**src/wdg_pkg.sv**
```systemverilog
// constants shared by the windowed watchdog and its helper modules
// assumes a single core clock domain and a plain register port
// Functional notes
// [RL1] 12-bit down counter loaded from load field
// [RL2] counter ticks on slow clock divided by 128
// [RL3] reset: load FFF, running, fault reset enabled
// [RL4] mode register writable once until processor reset
// [RL5] mode write reloads and restarts counter
// [RL6] keyed restart reloads counter and clears prescaler; a restart raising a window error clears the prescaler but does not reload
// [RL7] control write with wrong key is ignored
// [RL8] underflow sets flag, fault if reset enabled
// [RL9] restart above window delta raises error and fault
// [RL10] delta at or above load disables window check
// [RL11] interrupt when flag set and irq enabled
// [RL12] enabled fault resets block and clears flags
// [RL13] status read clears flags, interrupt and fault
// [RL14] counter halts in debug or idle if enabled
// [RL15] disable bit stops counting and underflow
// [RL16] processor reset restores initial state
// [RL17] fault reset selects whole system or processor
// [RL18] software writes key A5 in bits 31:24
// [RL19] scope bit one: processor only, zero: all
// [RL20] restart needs key and restart bit together
package wdg_pkg;
    // register offsets
    localparam logic [3:0]  CTRL_OFS         = 4'h0;
    localparam logic [3:0]  MODE_OFS         = 4'h4;
    localparam logic [3:0]  STAT_OFS         = 4'h8;
    // control register fields
    localparam int          KEY_LSB          = 24;
    localparam logic [7:0]  KEY_VALUE        = 8'hA5;
    localparam int          RESTART_BIT      = 0;
    // mode register fields
    localparam int          LOAD_LSB         = 0;
    localparam int          IRQ_EN_BIT       = 12;
    localparam int          RST_EN_BIT       = 13;
    localparam int          SCOPE_BIT        = 14;
    localparam int          DIS_BIT          = 15;
    localparam int          DELTA_LSB        = 16;
    localparam int          DBG_HALT_BIT     = 28;
    localparam int          IDLE_HALT_BIT    = 29;
    localparam logic [31:0] MODE_RESET       = 32'h3FFF_2FFF;
    // status register fields
    localparam int          UNF_BIT          = 0;
    localparam int          ERR_BIT          = 1;
    // prescaler ratio and counter width
    localparam int          PRESCALE_DIV     = 128;
    localparam int          CNT_W            = 12;
endpackage

```
**src/wdg_counter.sv**
```systemverilog
// 12-bit watchdog down counter with reload and underflow pulse
// assumes reload and tick come from the core clock domain
`timescale 1ns/10ps
`default_nettype none
module wdg_counter #(
    parameter int W = wdg_pkg::CNT_W
) (
    input  wire logic         core_clk,
    input  wire logic         rst,
    input  wire logic         reload,
    input  wire logic [W-1:0] load_val,
    input  wire logic         run,
    input  wire logic         tick,
    output logic [W-1:0]      value,
    output logic              underflow
);
    // reload wins; otherwise count down on enabled ticks
    always_ff @(posedge core_clk or posedge rst) begin
        if (rst) begin
            value     <= '1; // RL3
            underflow <= 1'b0;
        end else begin
            underflow <= 1'b0;
            if (reload) begin // RL5
                value <= load_val;
            end else if (run && tick) begin // RL1
                if (value == '0) begin
                    underflow <= 1'b1;
                    value     <= load_val;
                end else begin
                    value <= value - 1'b1;
                end
            end
        end
    end

    chk_cnt_reload: assert property (@(posedge core_clk) disable iff (rst)
        reload |=> value == $past(load_val)) else $error("reload value lost"); // RL5
    chk_cnt_hold: assert property (@(posedge core_clk) disable iff (rst)
        (!reload && !(run && tick)) |=> $stable(value)) else $error("counter moved while held"); // RL14
endmodule
`default_nettype wire

```
**src/wdg_prescaler.sv**
```systemverilog
// slow clock divide-by-128 prescaler producing one-cycle ticks
// assumes slow_en is a one-cycle slow clock enable in core_clk domain
`timescale 1ns/10ps
`default_nettype none
module wdg_prescaler #(
    parameter int DIV = wdg_pkg::PRESCALE_DIV
) (
    input  wire logic core_clk,
    input  wire logic rst,
    input  wire logic clear,
    input  wire logic slow_en,
    output logic      tick
);
    localparam int W = $clog2(DIV);
    logic [W-1:0] cnt_r;   // slow periods seen

    // count slow periods, wrap at DIV
    always_ff @(posedge core_clk or posedge rst) begin
        if (rst) begin
            cnt_r <= '0;
            tick  <= 1'b0;
        end else if (clear) begin // RL6
            cnt_r <= '0;
            tick  <= 1'b0;
        end else begin
            tick <= 1'b0;
            if (slow_en) begin
                if (cnt_r == W'(DIV - 1)) begin // RL2
                    cnt_r <= '0;
                    tick  <= 1'b1;
                end else begin
                    cnt_r <= cnt_r + 1'b1;
                end
            end
        end
    end

    chk_tick_spacing: assert property (@(posedge core_clk) disable iff (rst)
        tick |=> !tick) else $error("prescaler ticks back to back"); // RL2
endmodule
`default_nettype wire

```
**src/wdg_top.sv**
```systemverilog
// windowed watchdog: register port, window check, flags and fault
// assumes software strobes are one cycle and never overlap
//
// Implementation choices: the placing of the registers and the strobed register port.
`timescale 1ns/10ps
`default_nettype none
module wdg_top (
    input  wire logic        core_clk,
    input  wire logic        rst,
    input  wire logic [3:0]  reg_addr,
    input  wire logic [31:0] reg_wdata,
    input  wire logic        reg_wr,
    input  wire logic        reg_rd,
    input  wire logic        slow_en,
    input  wire logic        dbg_state,
    input  wire logic        idle_state,
    output logic [31:0]      reg_rdata,
    output logic             irq,
    output logic             fault,
    output logic             fault_proc_rst,
    output logic             fault_sys_rst
);
    logic [31:0]       mode_r;        // mode register image
    logic              mode_locked_r; // set after first mode write
    logic              unf_r;         // underflow flag
    logic              err_r;         // window error flag
    logic [11:0]       cnt_val;       // counter value
    logic              cnt_unf;       // counter underflow pulse
    logic              tick;          // prescaler tick
    logic              key_ok;        // control write carries key
    logic              restart;       // accepted restart command
    logic              mode_wr;       // accepted mode write
    logic              win_err;       // restart outside window
    logic              stat_rd;       // status register read
    logic              run;           // counter allowed to move
    logic              unf_ev;        // counted underflow
    logic [11:0]       load_val;
    logic [11:0]       delta_val;

    assign load_val  = mode_r[wdg_pkg::LOAD_LSB +: 12];   // RL1
    assign delta_val = mode_r[wdg_pkg::DELTA_LSB +: 12];
    assign key_ok  = reg_wr && reg_addr == wdg_pkg::CTRL_OFS
                     && reg_wdata[wdg_pkg::KEY_LSB +: 8] == wdg_pkg::KEY_VALUE; // RL7 RL18
    assign restart = key_ok && reg_wdata[wdg_pkg::RESTART_BIT]; // RL20
    assign mode_wr = reg_wr && reg_addr == wdg_pkg::MODE_OFS && !mode_locked_r; // RL4
    // window check applies even when disabled; delta >= load never errs
    assign win_err = restart && (cnt_val > delta_val) && (delta_val < load_val); // RL9 RL10
    assign stat_rd = reg_rd && reg_addr == wdg_pkg::STAT_OFS;
    assign run = !mode_r[wdg_pkg::DIS_BIT] // RL15
                 && !(dbg_state && mode_r[wdg_pkg::DBG_HALT_BIT]) // RL14
                 && !(idle_state && mode_r[wdg_pkg::IDLE_HALT_BIT]);
    assign unf_ev = cnt_unf && !mode_r[wdg_pkg::DIS_BIT]; // RL15

    // prescaler cleared by accepted restart and by mode write
    wdg_prescaler #(.DIV(wdg_pkg::PRESCALE_DIV)) u_pre (
        .core_clk (core_clk),
        .rst      (rst),
        .clear    (restart || mode_wr), // RL6
        .slow_en  (slow_en),
        .tick     (tick)
    );

    // down counter; a faulted restart does not reload
    wdg_counter #(.W(wdg_pkg::CNT_W)) u_cnt (
        .core_clk  (core_clk),
        .rst       (rst),
        .reload    ((restart && !win_err) || mode_wr), // RL5 RL6
        .load_val  (mode_wr ? reg_wdata[wdg_pkg::LOAD_LSB +: 12] : load_val),
        .run       (run),
        .tick      (tick),
        .value     (cnt_val),
        .underflow (cnt_unf)
    );

    // write-once mode register, only reset restores it
    always_ff @(posedge core_clk or posedge rst) begin
        if (rst) begin
            mode_r        <= wdg_pkg::MODE_RESET; // RL3 RL16
            mode_locked_r <= 1'b0;
        end else if (mode_wr) begin // RL4
            mode_r        <= reg_wdata;
            mode_locked_r <= 1'b1;
        end
    end

    // sticky flags; a new event wins over the read clear
    always_ff @(posedge core_clk or posedge rst) begin
        if (rst) begin
            unf_r <= 1'b0; // RL12
            err_r <= 1'b0;
        end else begin
            if (unf_ev) begin // RL8
                unf_r <= 1'b1;
            end else if (stat_rd) begin // RL13
                unf_r <= 1'b0;
            end
            if (win_err) begin // RL9
                err_r <= 1'b1;
            end else if (stat_rd) begin
                err_r <= 1'b0;
            end
        end
    end

    // fault, reset requests and interrupt outputs
    always_ff @(posedge core_clk or posedge rst) begin
        if (rst) begin
            fault          <= 1'b0;
            fault_proc_rst <= 1'b0;
            fault_sys_rst  <= 1'b0;
            irq            <= 1'b0;
        end else begin
            if ((unf_ev && mode_r[wdg_pkg::RST_EN_BIT]) || win_err) begin // RL8 RL9
                fault <= 1'b1;
            end else if (stat_rd) begin // RL13
                fault <= 1'b0;
            end
            // reset scope select on enabled faults
            if ((unf_ev || win_err) && mode_r[wdg_pkg::RST_EN_BIT]) begin // RL12 RL17
                fault_proc_rst <= 1'b1;
                fault_sys_rst  <= !mode_r[wdg_pkg::SCOPE_BIT]; // RL19
            end else if (stat_rd) begin
                fault_proc_rst <= 1'b0;
                fault_sys_rst  <= 1'b0;
            end
            if ((unf_ev || win_err) && mode_r[wdg_pkg::IRQ_EN_BIT]) begin // RL11
                irq <= 1'b1;
            end else if (stat_rd) begin
                irq <= 1'b0;
            end else begin
                irq <= (unf_r || err_r) && mode_r[wdg_pkg::IRQ_EN_BIT];
            end
        end
    end

    // read data one cycle after read strobe, zero otherwise
    always_ff @(posedge core_clk or posedge rst) begin
        if (rst) begin
            reg_rdata <= 32'h0000_0000;
        end else if (reg_rd && reg_addr == wdg_pkg::MODE_OFS) begin
            reg_rdata <= mode_r;
        end else if (stat_rd) begin
            reg_rdata <= {30'h0000_0000, err_r, unf_r};
        end else begin
            reg_rdata <= 32'h0000_0000;
        end
    end

    chk_bad_key: assert property (@(posedge core_clk) disable iff (rst)
        (reg_wr && reg_addr == wdg_pkg::CTRL_OFS
         && reg_wdata[31:24] != 8'hA5) |=> !$rose(err_r)) else $error("unkeyed write had effect"); // RL7
    chk_mode_once: assert property (@(posedge core_clk) disable iff (rst)
        (mode_locked_r && reg_wr) |=> $stable(mode_r)) else $error("mode rewritten"); // RL4
    chk_win_err: assert property (@(posedge core_clk) disable iff (rst)
        win_err |=> err_r && fault) else $error("window error not flagged"); // RL9
    chk_unf_flag: assert property (@(posedge core_clk) disable iff (rst)
        unf_ev |=> unf_r) else $error("underflow not flagged"); // RL8
    chk_read_clear: assert property (@(posedge core_clk) disable iff (rst)
        (stat_rd && !unf_ev && !win_err) |=> !unf_r && !err_r && !fault && !irq)
        else $error("status read did not clear"); // RL13
    chk_irq_cause: assert property (@(posedge core_clk) disable iff (rst)
        irq |-> mode_r[wdg_pkg::IRQ_EN_BIT]) else $error("irq without enable"); // RL11
    chk_scope_sel: assert property (@(posedge core_clk) disable iff (rst)
        fault_sys_rst |-> fault_proc_rst) else $error("system reset without processor"); // RL19
    chk_disabled: assert property (@(posedge core_clk) disable iff (rst)
        mode_r[wdg_pkg::DIS_BIT] |-> !unf_ev) else $error("underflow while disabled"); // RL15
endmodule
`default_nettype wire
```
**config.mk**
```make
export PLATFORM = sky130hd
export DESIGN_NAME = wdg_top
export DESIGN_NICKNAME = d
export VERILOG_FILES = /design/src/wdg_pkg.sv /design/src/wdg_counter.sv /design/src/wdg_prescaler.sv /design/src/wdg_top.sv
export SDC_FILE = /design/constraint.sdc
export NUM_CORES = 1
export LEC_CHECK = 0
export BUFFER_PORTS_ARGS = -buffer_cell sky130_fd_sc_hd__buf_2
export CAP_MARGIN = 20
export CELL_PAD_IN_SITES_DETAIL_PLACEMENT = 0
export CELL_PAD_IN_SITES_GLOBAL_PLACEMENT = 1
export CORE_MARGIN = 8
export CORE_UTILIZATION = 40
export DETAILED_ROUTE_END_ITERATION = 10
export PLACE_DENSITY_LB_ADDON = 0.15
export SYNTH_ARGS = -nofsm -noshare
export SYNTH_HDL_FRONTEND = slang
export SYNTH_SLANG_ARGS = --single-unit
```
**constraint.sdc**
```tcl
create_clock -name core_clk -period 3 [get_ports core_clk]
set_input_delay 0.9 -clock core_clk [delete_from_list [all_inputs] [get_ports core_clk]]
set_output_delay 0.9 -clock core_clk [all_outputs]
set_load 0.02 [all_outputs]
```
Word-level counts from Yosys, hierarchy flattened
Cells that the tools add are included.
{"block": "word_totals", "reg_bits": 92, "inputBits": 43, "out_inout_bits": 36, "word_cells": 83}
{"block": "classes", "add_sub_neg": 2, "n_lt_le_gt_ge": 2, "n_eq_ne": 4, "muxes": 23, "reduce_logical": 39}
{"operator": "$mux 12", "count": 4}
{"operator": "$mux 32", "count": 1}
{"operator": "$mux 7", "count": 3}
{"operator": "$logic_and 1x1->1", "count": 20}
{"operator": "$mux 1", "count": 14}
{"operator": "$gt 12x12->1", "count": 1}
{"operator": "$logic_not 12->1", "count": 1}
{"operator": "$lt 12x12->1", "count": 1}
{"operator": "$reduce_bool 2->1", "count": 6}
{"operator": "$sub 12x1->12 const B", "count": 1}
{"operator": "$eq 8x8->1 const B", "count": 1}
{"operator": "$add 7x1->7 const B", "count": 1}
{"operator": "$eq 7x7->1 const B", "count": 1}
{"operator": "$logic_not 1->1", "count": 6}
{"operator": "$logic_or 1x1->1", "count": 5}
{"operator": "$eq 4x3->1 const B", "count": 1}
{"operator": "$eq 4x4->1 const B", "count": 1}
{"operator": "$logic_not 4->1", "count": 1}
{"operator": "$mux 2", "count": 1}

Depth between registers and ports, before layout
Gate-level depths: netlist (run 1).
{"block": "logic_depth", "ltp_word": 10, "mapped_depth": 10, "mapped_depth_nobuf": 9}

Modules after synthesis
Synthesis (run 1) repeated with hierarchy kept, for this count alone.
{"block": "hier_totals", "cells_unflattened": 393, "area_unflattened_um2": 4566.9}
{"mod": "wdg_top", "n_inst": 1, "cells_per_inst": 253, "area_each_um2": 3190.6, "seq_area_each_um2": 1810.5}
{"mod": "wdg_counter", "n_inst": 1, "cells_per_inst": 100, "area_each_um2": 953.4, "seq_area_each_um2": 340.3}
{"mod": "wdg_prescaler", "n_inst": 1, "cells_per_inst": 40, "area_each_um2": 422.9, "seq_area_each_um2": 200.2}

Worst setup path before layout (run 1)
OpenSTA, ideal clock, no wires.
{"block": "synth_timing", "kind": "input to register", "from": "input port reg_addr[0]", "to": "register u_cnt.value[6]", "setup_time_ps": 82, "arrival_time_ps": 2493, "slack_ps": 425, "path_stages": 8, "path_buffers": 1, "cell_sequence": "nor2_1 -> and4b_1 -> nand3_1 -> or2_0 -> o31a_2 -> clkbuf_8 -> nor2_8 -> mux2_2"}
{"block": "synth_between", "elab_chain_len": 10, "word_cells_on_any_way": 17, "classes_between": "1 x eq/ne; 4 x mux; 12 x reduce/logical"}
{"item": "start, declared", "line_no": "wdg_top.sv:10", "source": "input wire logic [3:0] reg_addr,"}
{"item": "$logic_not 4->1", "line_no": "wdg_top.sv:42", "source": "assign key_ok = reg_wr && reg_addr == wdg_pkg::CTRL_OFS"}
{"item": "$logic_and 1x1->1", "line_no": "wdg_top.sv:42"}
{"item": "$logic_and 1x1->1", "line_no": "wdg_top.sv:43", "source": "&& reg_wdata[wdg_pkg::KEY_LSB +: 8] == wdg_pkg::KEY_VALUE;"}
{"item": "$logic_and 1x1->1", "line_no": "wdg_top.sv:44", "source": "assign restart = key_ok && reg_wdata[wdg_pkg::RESTART_BIT];"}
{"item": "$logic_and 1x1->1 (2 in a row)", "line_no": "wdg_top.sv:47", "source": "assign win_err = restart && (cnt_val > delta_val) && (delta_val < load_val);"}
{"item": "$logic_not 1->1", "line_no": "wdg_top.sv:67", "source": ".reload ((restart && !win_err) || mode_wr),"}
{"item": "$logic_and 1x1->1", "line_no": "wdg_top.sv:67"}
{"item": "$logic_or 1x1->1", "line_no": "wdg_top.sv:67"}
{"item": "$mux 12 or $reduce_bool 2->1 (tied branches)"}
{"item": "end signal, assigned", "line_no": "wdg_counter.sv:25", "source": "value <= load_val;"}
{"item": "end signal, assigned", "line_no": "wdg_counter.sv:29", "source": "value <= load_val;"}
{"item": "end signal, assigned", "line_no": "wdg_counter.sv:31", "source": "value <= value - 1'b1;"}
{"item": "end, declared", "line_no": "wdg_counter.sv:14", "source": "output logic [W-1:0] value,"}
Parallel ways exist; a longest one is shown, timed or not. The select of a mux whose other input is x is not followed.
A chain may end at the register's enable or synchronous reset.

Worst setup path in the final report (run 1)
{"block": "layout_timing", "from": "register mode_r[11]", "to": "register u_cnt.value[6]"}
{"block": "layout_between", "elab_chain_len": 6, "word_cells_on_any_way": 7, "classes_between": "1 x order compare; 1 x mux; 5 x reduce/logical"}
{"item": "start, declared", "line_no": "wdg_top.sv:23", "source": "logic [31:0] mode_r;"}
{"item": "start signal, assigned", "line_no": "wdg_top.sv:78", "source": "mode_r <= wdg_pkg::MODE_RESET;"}
{"item": "start signal, assigned", "line_no": "wdg_top.sv:81", "source": "mode_r <= reg_wdata;"}
{"item": "$lt 12x12->1 *", "line_no": "wdg_top.sv:47"}
{"item": "$logic_and 1x1->1 *", "line_no": "wdg_top.sv:47"}
{"item": "$logic_not 1->1 *", "line_no": "wdg_top.sv:67"}
{"item": "$logic_and 1x1->1 *", "line_no": "wdg_top.sv:67"}
{"item": "$logic_or 1x1->1 *", "line_no": "wdg_top.sv:67"}
{"item": "$mux 12 or $reduce_bool 2->1 (tied branches)"}
Every way passes the cells marked *; elsewhere a longest branch is shown, timed or not.

==> flow_summary.json, run 1 <==
{
  "clockRootBuffer": "clkbuf_8",
  "h-tree-depth": 3,
  "synth-simple-area-share": 0.164,
  "final_cell_mix": "buf_2 (78), dfrtp_1 (53), dfstp_2 (39), mux2_2 (33), nand2_1 (32)",
  "synth_cell_types": 51,
  "clock-sinks": 92,
  "rsz0062_at_grt": "no",
  "coreArea_um2": 10800,
  "antennaDiodeCount": 0,
  "viasPerCell": 4.94,
  "cts_tree": "yes",
  "critical_path_class": "reg2reg",
  "tightestPinTransition_ns": 0.781,
  "synth_top_area_cell": "dfrtp_1",
  "ys_async_sr_fraction": 1.00,
  "syn_area_per_cell_um2": 11.4,
  "fin_util": 0.489,
  "seq_area_frac_synth": 0.533,
  "ant_nets": 0,
  "synth_cells": 387,
  "fmax_mhz": 367,
  "crit_required_ns": 3.30,
  "initial_core_util": 0.409,
  "ys.flop_type": "dfrtp_1",
  "cellPowerDensity_nw_per_um2": 718,
  "period_minus_slack_ns": 2.72,
  "ys_warn_count": 0,
  "synth_enable_flop_cells": 0,
  "grt_pass1_wl_um": 17000,
  "synth_mux_area_frac": 0.0888,
  "cts_hold_buf": 0,
  "grt_overflow": 0,
  "grt_pass1_vias": 3332,
  "drc_errors": 0,
  "synth-xor-area-share": 0.0139,
  "finalSetupViolations": 0,
  "start_kind": "flip-flop",
  "synth_compound_area_frac": 0.0839,
  "drive_gt1_frac": 0.388,
  "place.port_buffers": 78,
  "synth_top_cell_area_share": 0.301,
  "cap_viol_max_count": 0,
  "routabilityCongestion": 0.844,
  "dp.cells": 604,
  "syn_area_um2": 4410,
  "drt_pass1_iterations": 4,
  "die_h_um": 121,
  "cts_buffer_depth": 2,
  "die_x_um": 121,
  "grt_max_degree": 34,
  "drv_slew": 0,
  "clkLatencyLatePin_ns": 0.37,
  "crit_path_end_kind": "flip-flop",
  "drt_iter0_markers": 221,
  "synthAdderAreaFrac": 0.0737,
  "crit_arrival_ns": 3.02,
  "wl_um": 10100,
  "hold_viol": 0,
  "fin_hold_ws_ns": 0.467,
  "design.die.area_um2": 14600,
  "wire_per_inst_um": 16.4,
  "layout_commonest_cell": "buf_2",
  "io_pins": 79,
  "synth_top_family_by_area": "simple AND/OR/NAND/NOR gates",
  "leakage_nw": 2.57,
  "cts_buffers": 9,
  "rows": 38,
  "ir_worst_vdd_mv": 0.311,
  "cts.clk_slew.worst_paths_ns": 0.09,
  "layout.nets": 544,
  "synthTopCellsByArea": "dfrtp_1 (30%), dfstp_2 (23%), mux2_2 (8.4%)",
  "vias": 3063,
  "antenna_found_initial": 0,
  "report.power.total_mw": 3.79,
  "timing.setup.tns_ns": 0,
  "groute.usage.overall": 0.147,
  "ys_seq_elements": 92,
  "postCtsSetupRepairBufs": 0,
  "status": "finished, final reports clean",
  "skew_ns": 0.0126,
  "syn_to_final_growth_pct": 19.5,
  "syn_nets": 456,
  "hp-class": "reg2reg",
  "hpwlAfterDp_um": 7780,
  "min_period_over_period": 0.908,
  "instances_no_fill": 620,
  "post_cts_resized": 0,
  "max-slew-margin-rel": 0.478,
  "path_max_fanout": 10
}
-- critical path, stage by stage (launching register included) --
cell,delay [ns]
dfstp_2,0.56
inv_1,0.05
ha_1,0.30
a21oi_1,0.13
o21ai_0,0.20
a31o_2,0.29
or2_0,0.22
o31a_2,0.41
nor2_8,0.17
mux2_2,0.34
-- registers in the layout (all words and copies together) (netlist names) --
| name | count |
|---|---|
| reg_rdata | 32 |
| u_cnt.value | 12 |
| mode_locked_r | 1 |
| fault | 1 |
| u_cnt.underflow | 1 |
| unf_r | 1 |
| u_pre.tick | 1 |
| u_pre.cnt_r | 7 |
| fault_proc_rst | 1 |
| mode_r | 32 |
| irq | 1 |
| fault_sys_rst | 1 |
| err_r | 1 |
-- metal layers --
metal  track usage  share of wire  up-vias
li1              -              -     1517
met1         0.186           0.47     1471
met2         0.233           0.46       66
met3        0.0512          0.053        9
met4        0.0437          0.010        0
met5             0              0        -
-- cells by family (layout without fill, tap and decap cells) --
family	Yosys count	in the layout
simple gates	129	129
flops	92	92
compound gates	56	56
buf+inv	42	135
mux	35	35
fa+ha+maj	26	26
xor+xnor	7	7
-- synth_stat cells (2+ instances only) --
cell and number:
or2_2 2, nor4_1 4, mux2i_1 2, xnor2_1 2, xor2_1 5, o21ai_0 10
nor3_1 8, nand3_1 10, inv_1 30, nand2_1 32, nor2b_1 4, o21a_1 4
o22ai_1 6, or3_1 2, clkbuf_1 6, and3_1 3, o2bb2ai_1 2, nor2_1 15
dfstp_2 39, ha_1 26, clkbuf_8 2, o32a_1 2, a21o_1 3, or4_1 2
nand4_1 5, dfrtp_1 53, and2_1 30, a21oi_1 15, and4b_1 2, a211oi_1 3
a2bb2oi_1 6, mux2_2 33
-- worst paths after layout --
| check | from | slack [ns] | end | depth (start not counted) |
|---|---|---|---|---|
| max | mode_r[11] | 0.28 | u_cnt.value[6] | 9 |
| min | mode_locked_r | 0.47 | mode_locked_r | 1 |
| max reg2reg | mode_r[11] | 0.28 | u_cnt.value[6] | 9 |
| min reg2reg | mode_locked_r | 0.47 | mode_locked_r | 1 |
| max in group asynchronous | rst | 1.66 | mode_r[24] | 3 |
| min in group asynchronous | rst | 0.67 | mode_r[15] | 2 |
-- power breakdown --
| part | switching [mW] | internal [mW] | leakage (nW) | total (mW) |
|---|---|---|---|---|
| Clock | 0.423 | 0.598 | 0.127 | 1.02 |
| Combinational | 0.479 | 0.461 | 1.32 | 0.940 |
| Sequential | 0.244 | 1.58 | 1.12 | 1.82 |
| Total | 1.15 | 2.64 | 2.57 | 3.79 |
-- layout make-up --
class | instances | area (um2)
fill | 1030 | 5520
sequential | 92 | 2350
multi-input combinational | 253 | 1870
timing repair buffer | 88 | 503
tap | 140 | 175
clock buffer | 12 | 155
inverter | 31 | 120
clock inverter | 4 | 95.1
-- stage by stage --
stage | cell area [um2] | worst slack (ns)
2_1_floorplan | 4420 | 0.425
3_3_place_gp | 5020 | 0.248
3_5_place_dp | 5020 | 0.206
4_1_cts | 5270 | 0.278
5_1_grt | 5270 | 0.119
6_report | 5270 | 0.277
No activity file was read; power rests on OpenSTA's default activity.
==> run 2, diff against run 1 <==
Clock period 3 ns to 2.45 ns, I/O delays scaled along.
==> run 2 against run 1 <==
Total power increased by 37%; non-clock buffer count up 46; register-to-register slack worse by 0.25 ns; design area is 13% higher; sequential share of layout area shrank 5.1 points; clock skew shrank 0.0077 ns; via count up 7.1%; combinational power is 100% higher.
==> flow_summary.json, run 2 (same netlist as run 1, synthesis figures left out) <==
{
  "grt_pass1_wl_um": 17800,
  "vias": 3280,
  "cap_viol_max_count": 0,
  "start_kind": "flip-flop",
  "final_cell_mix": "buf_2 (78), dfrtp_1 (53), buf_4 (50), dfstp_2 (39), mux2_2 (32)",
  "critical_path_class": "reg2reg",
  "viasPerCell": 4.92,
  "crit_required_ns": 2.74,
  "cts.clk_slew.worst_paths_ns": 0.09,
  "initial_core_util": 0.409,
  "cellPowerDensity_nw_per_um2": 874,
  "path_max_fanout": 8,
  "coreArea_um2": 10800,
  "grt_pass1_vias": 3511,
  "drive_gt1_frac": 0.521,
  "skew_ns": 0.00490,
  "clkLatencyLatePin_ns": 0.36,
  "wire_per_inst_um": 16.3,
  "worstRegToRegCells": 9,
  "wl_um": 10800,
  "syn_to_final_growth_pct": 34.8,
  "ant_nets": 0,
  "crit_path_end_kind": "flip-flop",
  "hp-class": "in2async",
  "place.port_buffers": 78,
  "max-slew-margin-rel": 0.569,
  "period_minus_slack_ns": 2.42,
  "cts_buffer_depth": 2,
  "layout.nets": 590,
  "fmax_mhz": 412,
  "ir_worst_vdd_mv": 0.478,
  "drt_pass1_iterations": 6,
  "rsz0062_at_grt": "yes",
  "layout_commonest_cell": "buf_2",
  "hold_viol": 0,
  "leakage_nw": 2.82,
  "drv_slew": 0,
  "status": "finished, final reports clean",
  "rows": 38,
  "finalSetupViolations": 0,
  "dp.cells": 641,
  "drc_errors": 0,
  "die_h_um": 121,
  "cts_tree": "yes",
  "die_x_um": 121,
  "reg_top3": "mode_r (32), reg_rdata (32), u_cnt.value (12)",
  "drt_iter0_markers": 168,
  "hpwlAfterDp_um": 8120,
  "grt_max_degree": 38,
  "groute.usage.overall": 0.155,
  "io_pins": 79,
  "min_period_over_period": 0.990,
  "fin_util": 0.551,
  "antennaDiodeCount": 0,
  "h-tree-depth": 3,
  "clockRootBuffer": "clkbuf_8",
  "design.die.area_um2": 14600,
  "grt_overflow": 0,
  "cts_hold_buf": 0,
  "timing.setup.tns_ns": 0,
  "routabilityCongestion": 0.844,
  "report.power.total_mw": 5.20,
  "antenna_found_initial": 0,
  "tightestPinTransition_ns": 0.645,
  "clock-sinks": 92,
  "crit_arrival_ns": 2.72,
  "cts_buffers": 9,
  "instances_no_fill": 666
}
[run 2: cell count changes in the layout (fill, tap and decap cells not counted), moves of 3 or more]
| cell | change |
|---|---|
| a21oi_1 | -6 |
| a21oi_2 | +5 |
| a2bb2oi_1 | -6 |
| a2bb2oi_2 | +6 |
| buf_4 | +43 |
| ha_1 | -16 |
| ha_4 | +14 |
| inv_1 | -4 |
| inv_2 | +4 |
| o21ai_0 | -4 |
| o21ai_1 | +3 |
[run 2: path summary, 6_finish.rpt]
| check | startpoint | endpoint | slack, ns |
|---|---|---|---|
| max | mode_r[2] | u_cnt.value[6] | 0.03 |
| min | rst | mode_r[14] | 0.46 |
| max reg2reg | mode_r[2] | u_cnt.value[6] | 0.03 |
| min reg2reg | mode_locked_r | mode_locked_r | 0.48 |
| max in group asynchronous | rst | u_cnt.value[9] | 1.32 |
| min in group core_clk | mode_locked_r | mode_locked_r | 0.48 |
[run 2: per-layer routing]
layer  GRT usage  vias up  part of all wire
met5           0        -                 0
li1            -     1614                 -
met2       0.265       64              0.49
met3      0.0382       12             0.044
met4      0.0398        0             0.012
met1       0.191     1590              0.45
[run 2: power breakdown]
part | total [mW] | leakage [nW] | internal, mW | switching, mW
Combinational | 1.88 | 1.58 | 0.998 | 0.885
Sequential | 2.18 | 1.12 | 1.93 | 0.246
Clock | 1.14 | 0.111 | 0.608 | 0.531
[run 2: worst max-delay path, cell delays in order (launching register included)]
cell,delay (ns)
dfstp_2,0.55
inv_2,0.04
ha_4,0.23
a211oi_2,0.17
o21ai_1,0.12
a21oi_2,0.29
nor3_4,0.09
o31a_4,0.41
nor2_8,0.14
mux2_4,0.31
[run 2: final cells by class]
cell class	count	area [um2]
Clock buffer	11	141
Clock inverter	5	83.8
Tap cell	140	175
Timing Repair Buffer	134	868
Sequential cell	92	2350
Inverter	31	120
Multi-Input combinational cell	253	2210
Fill cell	956	4850
[run 2: what timing repair did]
item | CTS | global route
resized for setup | 40 | 18
cloned | 0 | 0
setup endpoints to repair | 16 | 15
pin swaps | 23 | 7
buffers inserted | 6 | 4
[run 2: per-stage QoR]
stage	cell area [um2]	hold WS [ns]	worst slack (ns)
after floorplan	4420	0.426	0.0135
after global placement	5300	0.443	-0.542
after detailed placement	5300	0.455	-0.604
after CTS	5830	0.456	-0.0340
after global routing	5950	0.475	-0.0429
final	5950	0.455	0.0257
==> run 3, diff against run 2 <==
Settings changed: MAX_ROUTING_LAYER from default to met4, SYNTH_HIERARCHICAL from default to 1.
==> run 3 against run 2 <==
The flow now finishes with violations (setup timing); first-iteration DRC count increased by 38%; global-route usage increased by 0.37 points; final cell count increased by 3.2%; utilization decreased by 0.48 points; design area increased by 3.5%; die area increased by 3.0%; count of clock-buffer cells in the layout decreased by 1; synthesized cell count increased by 1.6%; combinational power decreased by 25%; register-to-register slack got worse by 0.26 ns; critical endpoint is now u_cnt/value[4]; highest routed layer unchanged.
==> flow_summary.json, run 3 <==
{
  "seq_area_frac_synth": 0.515,
  "synth_top_area_cell": "dfrtp_1",
  "viasPerCell": 4.97,
  "cpMostUsedCell": "buf_4",
  "synth_cell_types": 68,
  "reg_top3": "mode_r (32), reg_rdata (32), u_cnt/value (12)",
  "io_pins": 79,
  "violations": "setup timing",
  "rows": 39,
  "synth.most_common_cell": "dfrtp_1",
  "period_minus_slack_ns": 2.68,
  "slowest_stage": "dfstp_2",
  "grt_overflow": 0,
  "final_cell_mix": "buf_2 (78), buf_4 (69), dfrtp_1 (53), dfstp_2 (39), mux2_2 (32)",
  "slowest_delay_ns": 0.54,
  "cellPowerDensity_nw_per_um2": 796,
  "design_area_um2": 6160,
  "path_cells": "buf_6 -> inv_4 -> ha_4 -> nand3_1 -> buf_4 -> nor4_1 -> or3_1 -> nor3_2 -> a21oi_2 -> buf_4 -> a31oi_4 -> buf_12 -> mux2i_1 -> a2bb2oi_2",
  "power_frac_comb": 0.287,
  "yosys-top-cells-count": "dfrtp_1 (53), dfstp_2 (39), inv_1 (35)",
  "cap_viol_max_count": 0,
  "h-tree-depth": 3,
  "finalSetupViolations": 11,
  "crit_path_end_kind": "flip-flop",
  "syn_to_final_growth_pct": 34.8,
  "fin_util": 0.546,
  "drc_errors": 0,
  "groute.usage.overall": 0.159,
  "drive_gt1_frac": 0.529,
  "place.port_buffers": 78,
  "power.switching_mw": 1.46,
  "routabilityCongestion": 0.774,
  "p_int_mw": 3.44,
  "leakage_nw": 2.93,
  "layout.nets": 608,
  "placed_cell_area_um2": 5690,
  "cts_buffers": 9,
  "initial_core_util": 0.405,
  "ir_worst_vdd_mv": 0.486,
  "drt_pass1_iterations": 4,
  "p_seq_frac": 0.423,
  "tightestPinTransition_ns": 0.675,
  "cts_hold_buf": 0,
  "ant_nets": 0,
  "multi_input_area_um2": 2220,
  "synth_cells": 393,
  "coreArea_um2": 11300,
  "startpoint": "mode_r[18]",
  "clockPowerShare": 0.290,
  "critical_path_class": "reg2reg",
  "rsz0062_at_grt": "yes",
  "cts_tree": "yes",
  "nFillCells": 1006,
  "min_period_over_period": 1.09,
  "layout_commonest_cell": "buf_2",
  "ys_seq_elements": 92,
  "regArea_um2": 2350,
  "drv_slew": 0,
  "fmax_mhz": 373,
  "max-slew-margin-rel": 0.546,
  "drt_iter0_markers": 232,
  "synth_enable_flop_cells": 0,
  "worstRegToRegCells": 14,
  "r2r_slack_ns": -0.23,
  "crit_arrival_ns": 2.95,
  "antennaDiodeCount": 0,
  "crit_required_ns": 2.72,
  "skew_ns": 0.00516,
  "path_max_fanout": 20,
  "clock-sinks": 92,
  "path_buf_inv": 5,
  "ys_async_sr_fraction": 1.00,
  "sw_frac_of_total": 0.298,
  "clockRootBuffer": "clkbuf_16",
  "wire_per_inst_um": 16.3,
  "syn_area_per_cell_um2": 11.6,
  "rr_startpoint": "mode_r[18]",
  "synthTopCellsByArea": "dfrtp_1 (29%), dfstp_2 (22%), mux2_2 (7.9%)",
  "critPathCapture": "u_cnt/value[4]",
  "clkLatencyLatePin_ns": 0.34,
  "wl_um": 11200,
  "cts.clk_slew.worst_paths_ns": 0.07,
  "ys_warn_count": 6,
  "grt_pass1_vias": 3507,
  "vias": 3417,
  "grt_pass1_wl_um": 17900,
  "cp.depth": 14,
  "grt_max_degree": 72,
  "die_x_um": 123,
  "setup_ws_ns": -0.229,
  "hpwlAfterDp_um": 8500,
  "ys.flop_type": "dfrtp_1",
  "syn_area_um2": 4570,
  "cts_buffer_depth": 2,
  "hp-class": "in2async",
  "reg2reg_to": "u_cnt/value[4]",
  "hold_viol": 0,
  "synth_top_cell_area_share": 0.290,
  "syn_nets": 462,
  "antenna_found_initial": 0,
  "start_kind": "flip-flop",
  "design.die.area_um2": 15100,
  "die_h_um": 123,
  "report.power.total_mw": 4.90,
  "status": "finished, violations left",
  "path_delay_family": "simple AND/OR/NAND/NOR gates"
}
==> run 3: kinds of logic (layout without fill, tap and decap cells) <==
kind of cell,after synthesis,in the layout,share of synthesized area
compound gates,66,66,0.110
flops,92,92,0.515
simple gates,119,119,0.162
buf+inv,50,201,0.0463
xor+xnor,3,3,0.00575
fa+ha+maj,26,26,0.0712
mux,37,37,0.0899
==> run 3: power by group through the flow <==
stage | registers, mW | logic, mW | clock network [mW]
after global placement | 2.08 | 1.29 | 0
after detailed placement | 2.09 | 1.31 | 0
after CTS | 2.06 | 1.36 | 1.47
after global routing | 2.11 | 1.58 | 1.53
final | 2.07 | 1.41 | 1.42
after floorplan | 2.07 | 0.717 | 0
==> run 3: per-stage QoR <==
stage | setup TNS (ns) | hold slack [ns] | setup WS (ns) | instances
floorplan | -1.13 | 0.426 | -0.124 | 393
global placement | -4.09 | 0.445 | -0.394 | 669
detailed placement | -4.44 | 0.451 | -0.442 | 669
CTS | -2.34 | 0.366 | -0.278 | 687
global route | -4.23 | 0.394 | -0.421 | 687
finish | -2.03 | 0.365 | -0.229 | 687
==> run 3: how the worst min path moves through the flow <==
| stage | startpoint | endpoint | slack [ns] | cells past startpoint |
|---|---|---|---|---|
| final | rst | u_pre/cnt_r[2] | 0.36 | 2 |
| after global routing | rst | u_pre/cnt_r[5] | 0.39 | 2 |
| after CTS | rst | u_pre/cnt_r[4] | 0.37 | 2 |
| after detailed placement | mode_locked_r | mode_locked_r | 0.45 | 1 |
| after global placement | mode_locked_r | mode_locked_r | 0.44 | 1 |
| after floorplan | mode_locked_r | mode_locked_r | 0.43 | 1 |
==> run 3: layout make-up <==
type                            instances  share of cell area
Sequential cell                        92               0.382
Multi-Input combinational cell        251               0.361
Timing Repair Buffer                  150               0.156
Clock buffer                           10              0.0388
Tap cell                              143              0.0291
Inverter                               35              0.0224
Clock inverter                          6              0.0114
==> run 3: what timing repair did <==
| action | CTS | global route |
|---|---|---|
| endpoints found under the setup margin | 12 | 15 |
| resized for setup | 8 | 15 |
| setup buffers | 2 | 1 |
| pin swaps | 4 | 4 |
==> run 3: routing by layer <==
layer	vias up	global-route usage	part of all wire
li1	1688	-	-
met1	1653	0.203	0.48
met2	60	0.240	0.45
met3	16	0.0308	0.052
met4	0	0.0701	0.018
met5	-	-	0
